`config.mk`:
```
export PLATFORM = sky130hd
export DESIGN_NAME = eirq_unit
export DESIGN_NICKNAME = d
export VERILOG_FILES = /design/src/hw/eirq_pkg.sv /design/src/hw/eirq_det_if.sv /design/src/hw/eirq_detect.sv /design/src/hw/eirq_unit.sv
export SDC_FILE = /design/constraint.sdc
export NUM_CORES = 1
export LEC_CHECK = 0
export BUFFER_PORTS_ARGS = -buffer_cell sky130_fd_sc_hd__buf_2
export CORE_ASPECT_RATIO = 0.6
export CORE_MARGIN = 2
export CORE_UTILIZATION = 38
export CTS_CLUSTER_DIAMETER = 80
export DETAILED_ROUTE_END_ITERATION = 10
export PLACE_DENSITY = 0.8
export SYNTH_ARGS = -nofsm -noshare
export SYNTH_HDL_FRONTEND = slang
export SYNTH_SLANG_ARGS = --single-unit
export TNS_END_PERCENT = 100
```
`constraint.sdc`:
```
create_clock -name clk -period 1.7 [get_ports clk]
set_input_delay 0 -clock clk [delete_from_list [all_inputs] [get_ports clk]]
set_output_delay 0 -clock clk [all_outputs]
set_load 0.05 [all_outputs]
```
`src/hw/eirq_pkg.sv`:
```
// Package of register map, field positions and encodings for the external interrupt pin unit
package eirq_pkg;
   // Register byte offsets on APB
   localparam logic [11:0] EIRQ_SCR_OFF = 12'h0_000;
   localparam logic [11:0] EIRQ_BREAK_FLAG_CONTROL_REG_OFF = 12'h0_004;
   localparam logic [11:0] EIRQ_IST_OFF = 12'h0_008;
   localparam logic [11:0] EIRQ_IMSK_OFF = 12'h0_00C;
   localparam logic [11:0] EIRQ_PIN_OFF = 12'h0_010;
   // Status and control register fields
   localparam int EIRQ_FLAG_BIT = 0;
   localparam int EIRQ_MASK_BIT = 1;
   localparam int EIRQ_MODE_BIT = 2;
   localparam int EIRQ_ACK_BIT = 3;
   localparam int EIRQ_ARM_BIT = 4;
   // Break flag control register field
   localparam int EIRQ_BREAK_CLEAR_ENABLE_BIT = 0;
   // Summary status/mask fields
   localparam int EIRQ_EV_FLAG = 0;
   localparam int EIRQ_EV_WAKE = 1;
   localparam int EIRQ_NEV = 2;
   // Reset values
   localparam logic EIRQ_MASK_RST = 1'b0;
   localparam logic EIRQ_MODE_RST = 1'b0;
   localparam logic EIRQ_BREAK_CLEAR_ENABLE_RST = 1'b0;
   localparam logic [EIRQ_NEV-1:0] EIRQ_IMSK_RST = 2'h0;
   localparam logic [31:0] EIRQ_ZERO = 32'h0000_0000;
   // Sensitivity: edge only, or edge and level
   typedef enum logic [1:0]
   {
      EIRQ_EDGE = 2'b01,
      EIRQ_EDGE_LEVEL = 2'b10
   } eirq_sense_t;
endpackage

```
`src/hw/eirq_det_if.sv`:
```
// Interface between the pin detector and the control core
`timescale 1ns/1ns
interface eirq_det_if;
   logic pin_level_n;
   logic mode_level;
   logic assert_evt;
   logic asserted;
   modport det
   (
      input pin_level_n,
      input mode_level,
      output assert_evt,
      output asserted
   );
   modport core
   (
      output pin_level_n,
      output mode_level,
      input assert_evt,
      input asserted
   );
endinterface

```
`src/hw/eirq_detect.sv`:
```
// Falling edge and low level detector for the interrupt pin
`timescale 1ns/1ns
module eirq_detect
   import eirq_pkg::*;
(
   input wire logic clk,
   input wire logic rst,
   eirq_det_if.det det
);
   logic prev_level;
   logic next_prev_level;

   always_comb
   begin
      next_prev_level = det.pin_level_n;
   end

   // Reset to high so a pin low at reset release counts as an edge
   always_ff @(posedge clk or posedge rst)
   begin
      if (rst)
         prev_level <= 1'b1;
      else
         prev_level <= next_prev_level;
   end

   // Falling edge always asserts; in edge-and-level mode a low level also does
   assign det.assert_evt = (prev_level & ~det.pin_level_n)
      | (det.mode_level & ~det.pin_level_n);
   assign det.asserted = ~det.pin_level_n;
endmodule

```
`src/hw/eirq_unit.sv`:
```
// External interrupt pin unit with APB registers and break-state flag protection
`timescale 1ns/1ns
// Behaviour
// Flag sets when pin asserts, per selected edge or edge-and-level sensitivity.
// Mask bit set blocks CPU request; cleared mask lets a set flag request.
// Unit runs in wait mode; unmasked request wakes the MCU from wait.
// Unit runs in stop mode; unmasked request wakes the MCU from stop.
// Break-clear enable at 1: clears during break work and stay cleared.
// Break-clear enable at 0 (default): accesses during break leave flags unchanged; a read at EIRQ_IST_OFF still clears ev_status bits during break.
// Two-step clear armed before break holds through break; second step clears after.
// Pin has internal pullup; unconnected pin reads deasserted.
// Pin belongs only to this unit, no shared function.
// CPU request equals flag AND NOT mask.
// Software acknowledges by writing the status/control register to clear the flag.
module eirq_unit
   import eirq_pkg::*;
(
   input wire logic clk,
   input wire logic rst,
   input wire logic psel,
   input wire logic penable,
   input wire logic pwrite,
   input wire logic [11:0] paddr,
   input wire logic [31:0] pwdata,
   output logic [31:0] prdata,
   output logic pready,
   output logic pslverr,
   input wire logic irq_pin_in,
   input wire logic irq_pin_connected,
   input wire logic break_state,
   input wire logic low_power_mode,
   output logic cpu_irq_req,
   output logic wake_req,
   output logic pullup_en,
   output logic irq
);
   // ************************************************************
   // Pin and detector
   // ************************************************************
   eirq_det_if det_bus();
   logic flag;
   logic mask;
   eirq_sense_t sense;
   logic break_clear_enable;
   logic armed;
   logic [EIRQ_NEV-1:0] ev_status;
   logic [EIRQ_NEV-1:0] ev_mask;
   logic [31:0] rdata_q;
   logic next_flag;
   logic next_mask;
   eirq_sense_t next_sense;
   logic next_break_clear_enable;
   logic next_armed;
   logic [EIRQ_NEV-1:0] next_ev_status;
   logic [EIRQ_NEV-1:0] next_ev_mask;
   logic [31:0] next_rdata;
   logic access;
   logic wr;
   logic rd;
   logic rd_setup;
   logic hit;
   logic clr_allowed;
   logic ack_wr;
   logic scr_rd;
   logic [EIRQ_NEV-1:0] ev_pulse;
   logic prev_req;
   logic next_prev_req;

   // Floating pin is pulled high, i.e. deasserted; the pin is this unit's alone
   assign pullup_en = 1'b1;
   assign det_bus.pin_level_n = irq_pin_connected ? irq_pin_in : 1'b1;
   assign det_bus.mode_level = (sense == EIRQ_EDGE_LEVEL);

   eirq_detect u_det
   (
      .clk(clk),
      .rst(rst),
      .det(det_bus)
   );

   // ************************************************************
   // APB decode
   // ************************************************************
   assign access = psel & penable;
   assign wr = access & pwrite;
   assign rd = access & ~pwrite;
   // Read word is picked in the setup cycle so it can stand from a flop in the access cycle
   assign rd_setup = psel & ~penable & ~pwrite;
   assign pready = 1'b1;
   always_comb
   begin
      case (paddr)
         EIRQ_SCR_OFF, EIRQ_BREAK_FLAG_CONTROL_REG_OFF, EIRQ_IST_OFF, EIRQ_IMSK_OFF, EIRQ_PIN_OFF:
            hit = 1'b1;
         default:
            hit = 1'b0;
      endcase
   end
   assign pslverr = access & ~hit;

   // Break protects the status/control flag and its arming unless break-clear is enabled
   assign clr_allowed = ~break_state | break_clear_enable;
   assign scr_rd = rd & (paddr == EIRQ_SCR_OFF);
   assign ack_wr = wr & (paddr == EIRQ_SCR_OFF) & pwdata[EIRQ_ACK_BIT];

   // ************************************************************
   // Flag and control state
   // ************************************************************
   always_comb
   begin
      next_flag = flag;
      next_mask = mask;
      next_sense = sense;
      next_break_clear_enable = break_clear_enable;
      next_armed = armed;
      // Read of the status register is step one; it does not arm while protected
      // Arm on the flag value that software actually saw
      if (scr_rd && rdata_q[EIRQ_FLAG_BIT] && clr_allowed)
         next_armed = 1'b1;
      // Acknowledge clears only when permitted; armed state frozen otherwise
      if (ack_wr && clr_allowed)
      begin
         next_flag = 1'b0;
         next_armed = 1'b0;
      end
      // New assertion wins over a same-cycle clear
      if (det_bus.assert_evt)
         next_flag = 1'b1;
      if (wr && paddr == EIRQ_SCR_OFF)
      begin
         next_mask = pwdata[EIRQ_MASK_BIT];
         next_sense = pwdata[EIRQ_MODE_BIT] ? EIRQ_EDGE_LEVEL : EIRQ_EDGE;
      end
      if (wr && paddr == EIRQ_BREAK_FLAG_CONTROL_REG_OFF)
         next_break_clear_enable = pwdata[EIRQ_BREAK_CLEAR_ENABLE_BIT];
   end

   always_ff @(posedge clk or posedge rst)
   begin
      if (rst)
      begin
         flag <= 1'b0;
         mask <= EIRQ_MASK_RST;
         sense <= EIRQ_EDGE;
         break_clear_enable <= EIRQ_BREAK_CLEAR_ENABLE_RST;
         armed <= 1'b0;
      end
      else
      begin
         flag <= next_flag;
         mask <= next_mask;
         sense <= next_sense;
         break_clear_enable <= next_break_clear_enable;
         armed <= next_armed;
      end
   end

   // Request is combinational so a sleeping core sees it without a clock delay
   assign cpu_irq_req = flag & ~mask;
   // Detector and flag keep running in wait and stop; request doubles as wake
   assign wake_req = low_power_mode & cpu_irq_req;

   // ************************************************************
   // Summary interrupt status, mask and output
   // ************************************************************
   // Track the wake request itself, so entering low power with a pending request counts
   assign next_prev_req = wake_req;
   assign ev_pulse[EIRQ_EV_FLAG] = next_flag & ~flag;
   assign ev_pulse[EIRQ_EV_WAKE] = wake_req & ~prev_req;

   always_comb
   begin
      next_ev_mask = ev_mask;
      next_ev_status = ev_status;
      if (wr && paddr == EIRQ_IMSK_OFF)
         next_ev_mask = pwdata[EIRQ_NEV-1:0];
      // Read clears only what it reported; a later event is not lost
      if (rd && paddr == EIRQ_IST_OFF)
         next_ev_status = ev_status & ~rdata_q[EIRQ_NEV-1:0];
      next_ev_status = next_ev_status | ev_pulse;
   end

   always_ff @(posedge clk or posedge rst)
   begin
      if (rst)
      begin
         ev_status <= '0;
         ev_mask <= EIRQ_IMSK_RST;
         prev_req <= 1'b0;
      end
      else
      begin
         ev_status <= next_ev_status;
         ev_mask <= next_ev_mask;
         prev_req <= next_prev_req;
      end
   end

   assign irq = |(ev_status & ev_mask);

   // ************************************************************
   // Read data
   // ************************************************************
   always_comb
   begin
      next_rdata = EIRQ_ZERO;
      if (rd_setup)
      begin
         case (paddr)
            EIRQ_SCR_OFF:
            begin
               next_rdata[EIRQ_FLAG_BIT] = flag;
               next_rdata[EIRQ_MASK_BIT] = mask;
               next_rdata[EIRQ_MODE_BIT] = (sense == EIRQ_EDGE_LEVEL);
               next_rdata[EIRQ_ARM_BIT] = armed;
            end
            EIRQ_BREAK_FLAG_CONTROL_REG_OFF:
               next_rdata[EIRQ_BREAK_CLEAR_ENABLE_BIT] = break_clear_enable;
            EIRQ_IST_OFF:
               next_rdata[EIRQ_NEV-1:0] = ev_status;
            EIRQ_IMSK_OFF:
               next_rdata[EIRQ_NEV-1:0] = ev_mask;
            EIRQ_PIN_OFF:
               next_rdata[0] = det_bus.asserted;
            default:
               next_rdata = EIRQ_ZERO;
         endcase
      end
   end

   // Captured at the setup edge: nonzero only in the access cycle of a read
   assign prdata = rdata_q;

   always_ff @(posedge clk or posedge rst)
   begin
      if (rst)
         rdata_q <= EIRQ_ZERO;
      else
         rdata_q <= next_rdata;
   end
endmodule

```
==> results of run 1 <==
[final cells by class]
class | count | area [um^2]
multi-input combinational | 77 | 502
tap | 32 | 40.0
clock buffer | 4 | 55.1
timing repair buffer | 39 | 228
fill | 244 | 1300
inverter | 7 | 26.3
sequential | 16 | 403
[logic make-up after synthesis]
| family | count (synthesis) |
|---|---|
| mux | 8 |
| flops | 16 |
| simple gates | 28 |
| other cells | 2 |
| compound gates | 11 |
| buf+inv | 37 |
[synthesized netlist by cell type (2+ instances only)]
library cell,instances
buf_4,30
nor2_1,3
nand4_1,3
and3_1,3
inv_1,7
dfstp_2,2
or4_4,2
a22o_1,2
nor4_1,2
conb_1,2
o21ai_0,3
dfrtp_1,14
nor2b_1,4
mux2_2,6
[state kept, by name, summed over array words and instances, names as in the netlist]
signal / flops
ev_mask: 2
armed: 1
u_det.prev_level: 1
prdata: 4
break_clear_enable: 1
ev_status: 2
prev_req: 1
flag: 1
mask: 1
sense: 2
[report_power, final]
group | switching (mW) | internal, mW
combinational | 0.196 | 0.0437
clock | 0.132 | 0.206
sequential | 0.000844 | 0.385
total | 0.329 | 0.634
[metrics by stage]
step	area (um^2)	worst slack [ns]	total power, mW
after floorplan	1160	0.0397	0.628
after global placement	1140	0.157	0.616
after detailed placement	1140	0.130	0.619
after CTS	1250	0.331	0.975
after global routing	1250	0.269	1.00
final	1250	0.324	0.963
[worst min path at each step]
stage / from / to
floorplan: rst / armed
global placement: rst / prdata[2]
detailed placement: rst / prdata[2]
CTS: low_power_mode / prev_req
global route: low_power_mode / prev_req
finish: low_power_mode / prev_req
[critical path, cell delays in order]
cell and delay (ns):
dlygate4sd3_1 0.53, buf_2 0.16, nand4b_1 0.14, nor4_1 0.27, nand3b_1 0.13, mux2_2 0.28
[metal layers]
layer / GRT usage [%] / vias up / routed length, um
met4: 2.26 / 0 / 16
met2: 24.4 / 31 / 1080
met3: 5.13 / 2 / 149
li1: - / 376 / -
met1: 16.7 / 382 / 875
met5: 0 / - / 0
[what timing repair did]
action	in CTS	in global routing
endpoints found under the hold margin	22	0
setup endpoints to repair	0	0
hold buffers	6	0
==> qor.yml, run 1 <==
status: "completed"
synth.area.top_cells: "dfrtp_1 (33%), buf_4 (21%), mux2_2 (6.4%), dfstp_2 (5.0%), inv_1 (2.5%)"
relSlewSlack_pct: 60.6
clockRootBuffer: "clkbuf_8"
cts_tree: "yes"
viasPerCell: 4.52
crit_arrival_ns: 1.52
synthAdderAreaFrac_pct: 0
setup_tns_ns: 0
cts.sinks: 16
rr_endpoint: "prdata[0]"
path_clk_slew_ns: 0.06
hold_viol_final: 0
finalCritPeriodShare_pct: 80.9
min_path_cells: 2
dp_hpwl_mm: 1.74
holdWs_ns: 0.00289
fp-row-count: 14
final_common_cell: "buf_2"
io_pins: 91
n_antenna_cell: 0
gp_congestion: 0.890
wirelength_mm: 2.13
synth-compound-area-share_pct: 7.28
wl_per_cell_um: 12.1
dr.pass1.iters: 4
critPathLaunch: "pwrite"
p_per_area_nw_per_um2: 768
worstRegToRegCells: 4
initial_core_util_pct: 41.0
maxCapViolCount: 0
synth_cell_types: 33
fin_util_pct: 49.0
yosys.area_share.simple_pct: 20.0
yosysTopAreaCellShare_pct: 33.4
rr_startpoint: "ev_mask[0]"
grt_max_degree: 17
cts_buffer_depth: 2
critPathCapture: "break_clear_enable"
vias: 791
synth_largest_area_cell: "dfrtp_1"
final_cell_mix: "buf_2 (32), conb_1 (30), dfrtp_1 (14)"
h-tree-depth: 1
drc: 0
grt_pass1_wl_mm: 3.29
leakagePower_nw: 0.677
drt_iter0_markers: 14
syn_inst: 102
setup_viol: 0
cp_data_required_time_ns: 1.84
finalNetCount: 197
path_class: "input pin to flop"
drv_slew: 0
syn_to_final_growth_pct: 19.6
endpoint_kind: "flop"
post_route_cells_drive_above_1_share_pct: 37.1
fp.dieH_um: 44.7
gr-total-overflow: 0
synth.avg_cell_area_um2: 10.3
cts_resized: 0
insertion_delay_ns: 0.25
peakVddDrop_mv: 0.519
drtAntennaViolNets: 0
die_area_um2: 3210
cts_setup_buffers: 0
final_cell_count_no_fill: 175
crit_fanout: 4
ys_seq_area_share_pct: 38.4
port_buffers: 32
synth_top_family_by_area: "buffers and inverters"
synthMuxAreaShare_pct: 9.55
dp_cells: 165
synth_edf_count: 0
tightest_slew_ns: 0.590
clock_skew_ns: 0.000373
rsz0062_at_grt: "false"
grt_pass1_vias: 737
die_x_um: 71.8
syn_area_um2: 1050
period_needed_ns: 1.38
start_kind: "input pin"
grtUsageTotal_pct: 13.8
ys_ff_latch: 16
r2r_setup_slack_ns: 0.34
yosysWarnings: 0
synthArstFlopShare_pct: 100
synth-xor-area-share_pct: 0
hold_path.class: "input pin to flop"
fmax_mhz: 727
core-area_um2: 2560
antenna_found_initial: 0
numCtsBuffers: 3
synth_flop_cell: "dfrtp_1"
Note: power is estimated with default switching activity, not from simulation.
==> inputs of run 2 (changes only) <==
--- a/config.mk
+++ b/config.mk
@@ -8,10 +8,10 @@
 export BUFFER_PORTS_ARGS = -buffer_cell sky130_fd_sc_hd__buf_2
 export CORE_ASPECT_RATIO = 0.6
 export CORE_MARGIN = 2
-export CORE_UTILIZATION = 38
+export CORE_UTILIZATION = 34
 export CTS_CLUSTER_DIAMETER = 80
 export DETAILED_ROUTE_END_ITERATION = 10
-export PLACE_DENSITY = 0.8
+export PLACE_DENSITY = 0.76
 export SYNTH_ARGS = -nofsm -noshare
 export SYNTH_HDL_FRONTEND = slang
 export SYNTH_SLANG_ARGS = --single-unit
==> constraint.sdc (replaced) <==
create_clock -name clk -period 1.2 [get_ports clk]
set_input_delay 0 -clock clk [delete_from_list [all_inputs] [get_ports clk]]
set_output_delay 0 -clock clk [all_outputs]
set_load 0.05 [all_outputs]
==> run 2 against run 1 <==
The flow now finishes with violations (negative setup slack). Power rose by 42%. Sequential share of layout area fell by 3.3 points. Non-clock buffer count rose by 6. Combinational power rose by 52%. First-iteration DRC count rose by 71%. Utilization fell by 1.1 points. Clock skew rose by 0.0017 ns. Largest cell class unchanged.
==> qor.yml, run 2 (synthesis gave the netlist of run 1 again) <==
swShare_pct: 33.4
final_cell_count_no_fill: 191
dp_hpwl_mm: 1.88
design_area_um2: 1400
slowest_stage: "or4_4"
setup_viol: 11
hold_viol_final: 0
status: "complete, but fails checks"
hold_path.class: "input pin to flop"
crit_chain: "buf_6, or4_4, or3_4, nor4_4, and3_1"
setup_tns_ns: -0.713
holdWs_ns: 0.0124
vias: 862
drc: 0
maxCapViolCount: 0
endpoint_kind: "flop"
port_buffers: 32
clockRootBuffer: "clkbuf_8"
finalNetCount: 203
h-tree-depth: 1
grt_pass1_wl_mm: 3.53
wl_per_cell_um: 12.2
finalCritPeriodShare_pct: 110
violations: "negative setup slack"
start_kind: "input pin"
gp_congestion: 0.853
crit_buf_inv: 1
insertion_delay_ns: 0.24
p_per_area_nw_per_um2: 983
syn_to_final_growth_pct: 33.1
crit_arrival_ns: 1.50
clock_skew_ns: 0.00203
dr.pass1.iters: 4
gr-total-overflow: 0
period_needed_ns: 1.32
grt_max_degree: 17
post_route_cells_drive_above_1_share_pct: 44.3
antenna_found_initial: 0
pwr-share-comb_pct: 26.5
viasPerCell: 4.51
critPathLaunch: "paddr[1]"
fp.dieH_um: 47.0
path_class: "input pin to flop"
grtUsageTotal_pct: 14.0
p_switching_mw: 0.458
die_x_um: 75.7
peakVddDrop_mv: 0.747
final_cell_mix: "conb_1 (30), buf_2 (26), dfrtp_1 (14)"
n_antenna_cell: 0
final_common_cell: "conb_1"
dp_cells: 181
rr_startpoint: "ev_status[0]"
max_stage_delay_ns: 0.57
cts_tree: "yes"
cts.sinks: 16
crit_family: "simple AND/OR/NAND/NOR gates"
fp-row-count: 15
relSlewSlack_pct: 60.6
cts_buffer_depth: 2
die_area_um2: 3560
hold_start: "low_power_mode"
grt_pass1_vias: 767
post_dp_cell_area_um2: 1210
crit_fanout: 3
pwr-share-clk_pct: 33.7
leakagePower_nw: 0.731
drtAntennaViolNets: 0
rsz0062_at_grt: "true"
drv_slew: 0
largest_register_ffs: 4
tightest_slew_ns: 0.590
p_seq_share_pct: 39.8
r2r_setup_slack_ns: -0.10
initial_core_util_pct: 36.0
fmax_mhz: 757
drt_iter0_markers: 24
cp_data_required_time_ns: 1.38
path_clk_slew_ns: 0.06
numCtsBuffers: 3
intPower_mw: 0.914
io_pins: 91
worst_slack_ns: -0.122
wirelength_mm: 2.34
core-area_um2: 2910
[run 2: stage by stage]
step / total power, mW / utilization [%] / worst slack, ns
6_report: 1.37 / 48.0 / -0.122
5_1_grt: 1.43 / 48.0 / -0.162
4_1_cts: 1.38 / 46.6 / -0.0992
3_5_place_dp: 0.886 / 41.5 / -0.400
3_3_place_gp: 0.881 / 41.5 / -0.327
2_1_floorplan: 0.891 / - / -0.190
[run 2: layout make-up]
cell class / count / area, um^2
fillers: 294 / 1510
multi-input cells: 77 / 537
flip-flops and latches: 16 / 403
repair buffers: 45 / 319
clock buffers: 4 / 55.1
well taps: 42 / 52.6
inverters: 7 / 28.8
[run 2: path summary, 6_finish.rpt]
check	end	cells after the start
setup / recovery	prdata[4]	5
hold / removal	prev_req	2
setup reg to reg	prdata[0]	4
hold reg to reg	sense[0]	2
max in group asynchronous	break_clear_enable	3
min in group asynchronous	prev_req	3
[run 2: timing repair]
action | in CTS | in global routing
hold endpoints to repair | 18 | 0
pin swaps | 3 | 6
endpoints found under the setup margin | 13 | 16
gates resized for setup | 12 | 10
setup buffers | 0 | 2
hold buffers | 5 | 0
cloned | 0 | 0
[run 2: power groups by stage]
stage	registers, mW	logic [mW]	clock network [mW]
after floorplan	0.555	0.336	0
after global placement	0.555	0.326	0
after detailed placement	0.555	0.330	0
after CTS	0.546	0.355	0.477
after global routing	0.546	0.384	0.504
final	0.546	0.363	0.462
[run 2: layer usage]
layer / GRT usage [%] / share of wire (%) / vias to the layer above
met5: 0 / 0 / -
met1: 16.7 / 41 / 429
met2: 24.2 / 50 / 40
met4: 3.86 / 1.1 / 0
li1: - / - / 389
met3: 5.36 / 7.4 / 4
[run 2: worst reg2reg max path, delay by kind of cell (launching register included)]
kind | cells | cell delay, ns
mux | 1 | 0.44
compound gates | 1 | 0.15
simple gates | 2 | 0.20
flops | 1 | 0.40
==> inputs of run 3 (changes only) <==
--- a/config.mk
+++ b/config.mk
@@ -11,6 +11,7 @@
 export CORE_UTILIZATION = 34
 export CTS_CLUSTER_DIAMETER = 80
 export DETAILED_ROUTE_END_ITERATION = 10
+export HOLD_SLACK_MARGIN = 0.15
 export PLACE_DENSITY = 0.76
 export SYNTH_ARGS = -nofsm -noshare
 export SYNTH_HDL_FRONTEND = slang
==> run 3 against run 2 <==
The run ends with negative hold slack, negative setup slack left. Sequential share of layout area fell by 0.61 points. Clock power rose by 0.9%. Clock skew rose by 0.0015 ns. Critical path type unchanged.
==> qor.yml, run 3 (synthesis gave the netlist of run 1 again) <==
status: "complete, but fails checks"
violations: "negative hold slack, negative setup slack"
n_antenna_cell: 0
grt_pass1_wl_mm: 3.55
hold_viol_final: 1
syn_to_final_growth_pct: 35.9
hold_path.class: "input pin to flop"
worstRegToRegCells: 4
drc: 0
worst_slack_ns: -0.139
vias: 892
start_kind: "input pin"
cts_tree: "yes"
crit_family: "simple AND/OR/NAND/NOR gates"
viasPerCell: 4.60
met1Wirelength_mm: 1.00
die_area_um2: 3560
endpoint_kind: "flop"
crit_fanout: 3
min_to: "prdata[0]"
p_per_area_nw_per_um2: 972
drtAntennaViolNets: 0
r2r_setup_slack_ns: -0.11
crit_arrival_ns: 1.52
dr.pass1.iters: 4
final_cell_mix: "conb_1 (30), buf_2 (26), dfrtp_1 (14)"
maxCapViolCount: 0
max_stage_delay_ns: 0.56
ctsHoldBuffers: 8
cts.sinks: 16
path_class: "input pin to flop"
rr_endpoint: "prdata[0]"
gp_congestion: 0.853
multi_input_area_um2: 537
min_path_cells: 2
fp-row-count: 15
relSlewSlack_pct: 60.4
h-tree-depth: 1
grt_max_degree: 17
rr_startpoint: "ev_status[0]"
numCtsBuffers: 3
wl_met3_um: 180
wl_per_cell_um: 12.8
design_area_um2: 1430
grt_pass1_vias: 780
top_layer: "met4"
insertion_delay_ns: 0.25
grtUsageTotal_pct: 14.0
setup_viol: 13
layout.area.seq_um2: 403
tightest_slew_ns: 0.594
final_common_cell: "conb_1"
drt_iter0_markers: 37
holdWs_ns: -0.00283
core-area_um2: 2910
largest_register_ffs: 4
cp_data_required_time_ns: 1.38
cts_buffer_depth: 2
fmax_mhz: 747
peakVddDrop_mv: 0.735
clock_skew_ns: 0.00352
rsz0062_at_grt: "true"
fillCellCount: 296
die_x_um: 75.7
port_buffers: 32
fp.dieH_um: 47.0
route.met2.wl_mm: 1.25
path_clk_slew_ns: 0.06
clockRootBuffer: "clkbuf_8"
leakagePower_nw: 0.743
post_route_cells_drive_above_1_share_pct: 43.4
dp_hpwl_mm: 1.88
io_pins: 91
post_dp_cell_area_um2: 1210
drv_slew: 0
antenna_found_initial: 0
crit_buf_inv: 1
crit_chain: "buf_2, or4_4, or3_4, nor4_4, and3_1"
hold_start: "pwrite"
fin_util_pct: 49.0
finalNetCount: 206
initial_core_util_pct: 36.0
power_mw: 1.39
slowest_stage: "or4_4"
period_needed_ns: 1.34
finalCritPeriodShare_pct: 112
wirelength_mm: 2.47
gr-total-overflow: 0
## run 3: cell types whose count changed in the layout (fill, tap and decap cells not counted)
cell           change
dlygate4sd3_1      +3
## run 3: through the flow
stage	std cells	TNS, ns	worst slack (ns)
2_1_floorplan	130	-1.53	-0.190
3_3_place_gp	181	-3.70	-0.327
3_5_place_dp	181	-4.19	-0.400
4_1_cts	193	-0.557	-0.0992
5_1_grt	194	-1.35	-0.176
6_report	194	-0.864	-0.139
## run 3: power breakdown
part / total, mW / switching (mW) / internal (mW)
sequential: 0.546 / 0.00145 / 0.545
clock: 0.466 / 0.176 / 0.291
combinational: 0.373 / 0.288 / 0.0849
total: 1.39 / 0.466 / 0.920
## run 3: worst register-to-register path, delay by kind of cell (launching register included)
family	cells	cell delay, ns
multiplexers	1	0.44
flip-flops	1	0.40
AND/OR/NAND/NOR	2	0.20
AO/OA/AOI/OAI	1	0.15
## run 3: worst max-delay path by stage
stage	from	endpoint	slack, ns	cells after the start
after floorplan	paddr[7]	prdata[2]	-0.19	4
after global placement	paddr[7]	prdata[2]	-0.33	5
after detailed placement	paddr[7]	break_clear_enable	-0.40	5
after CTS	paddr[0]	prdata[4]	-0.1	5
after global routing	paddr[1]	prdata[4]	-0.18	5
final	paddr[6]	prdata[4]	-0.14	5
## run 3: per-layer routing
metal | global-route usage, % | up-vias
met5 | 0 | -
met1 | 16.7 | 445
met2 | 24.3 | 47
li1 | - | 392
met3 | 5.36 | 8
met4 | 3.86 | 0
## run 3: cell type report
class	instances	share of cell area (%)
multi-input cells	77	37.7
flip-flops and latches	16	28.3
repair buffers	48	24.5
clock buffers	4	3.86
well taps	42	3.69
inverters	7	2.02
## run 3: what timing repair did
action,CTS,global route
gates resized for setup,12,10
endpoints found under the hold margin,29,4
setup buffers,0,2
pin swaps,3,6
endpoints found under the setup margin,13,16
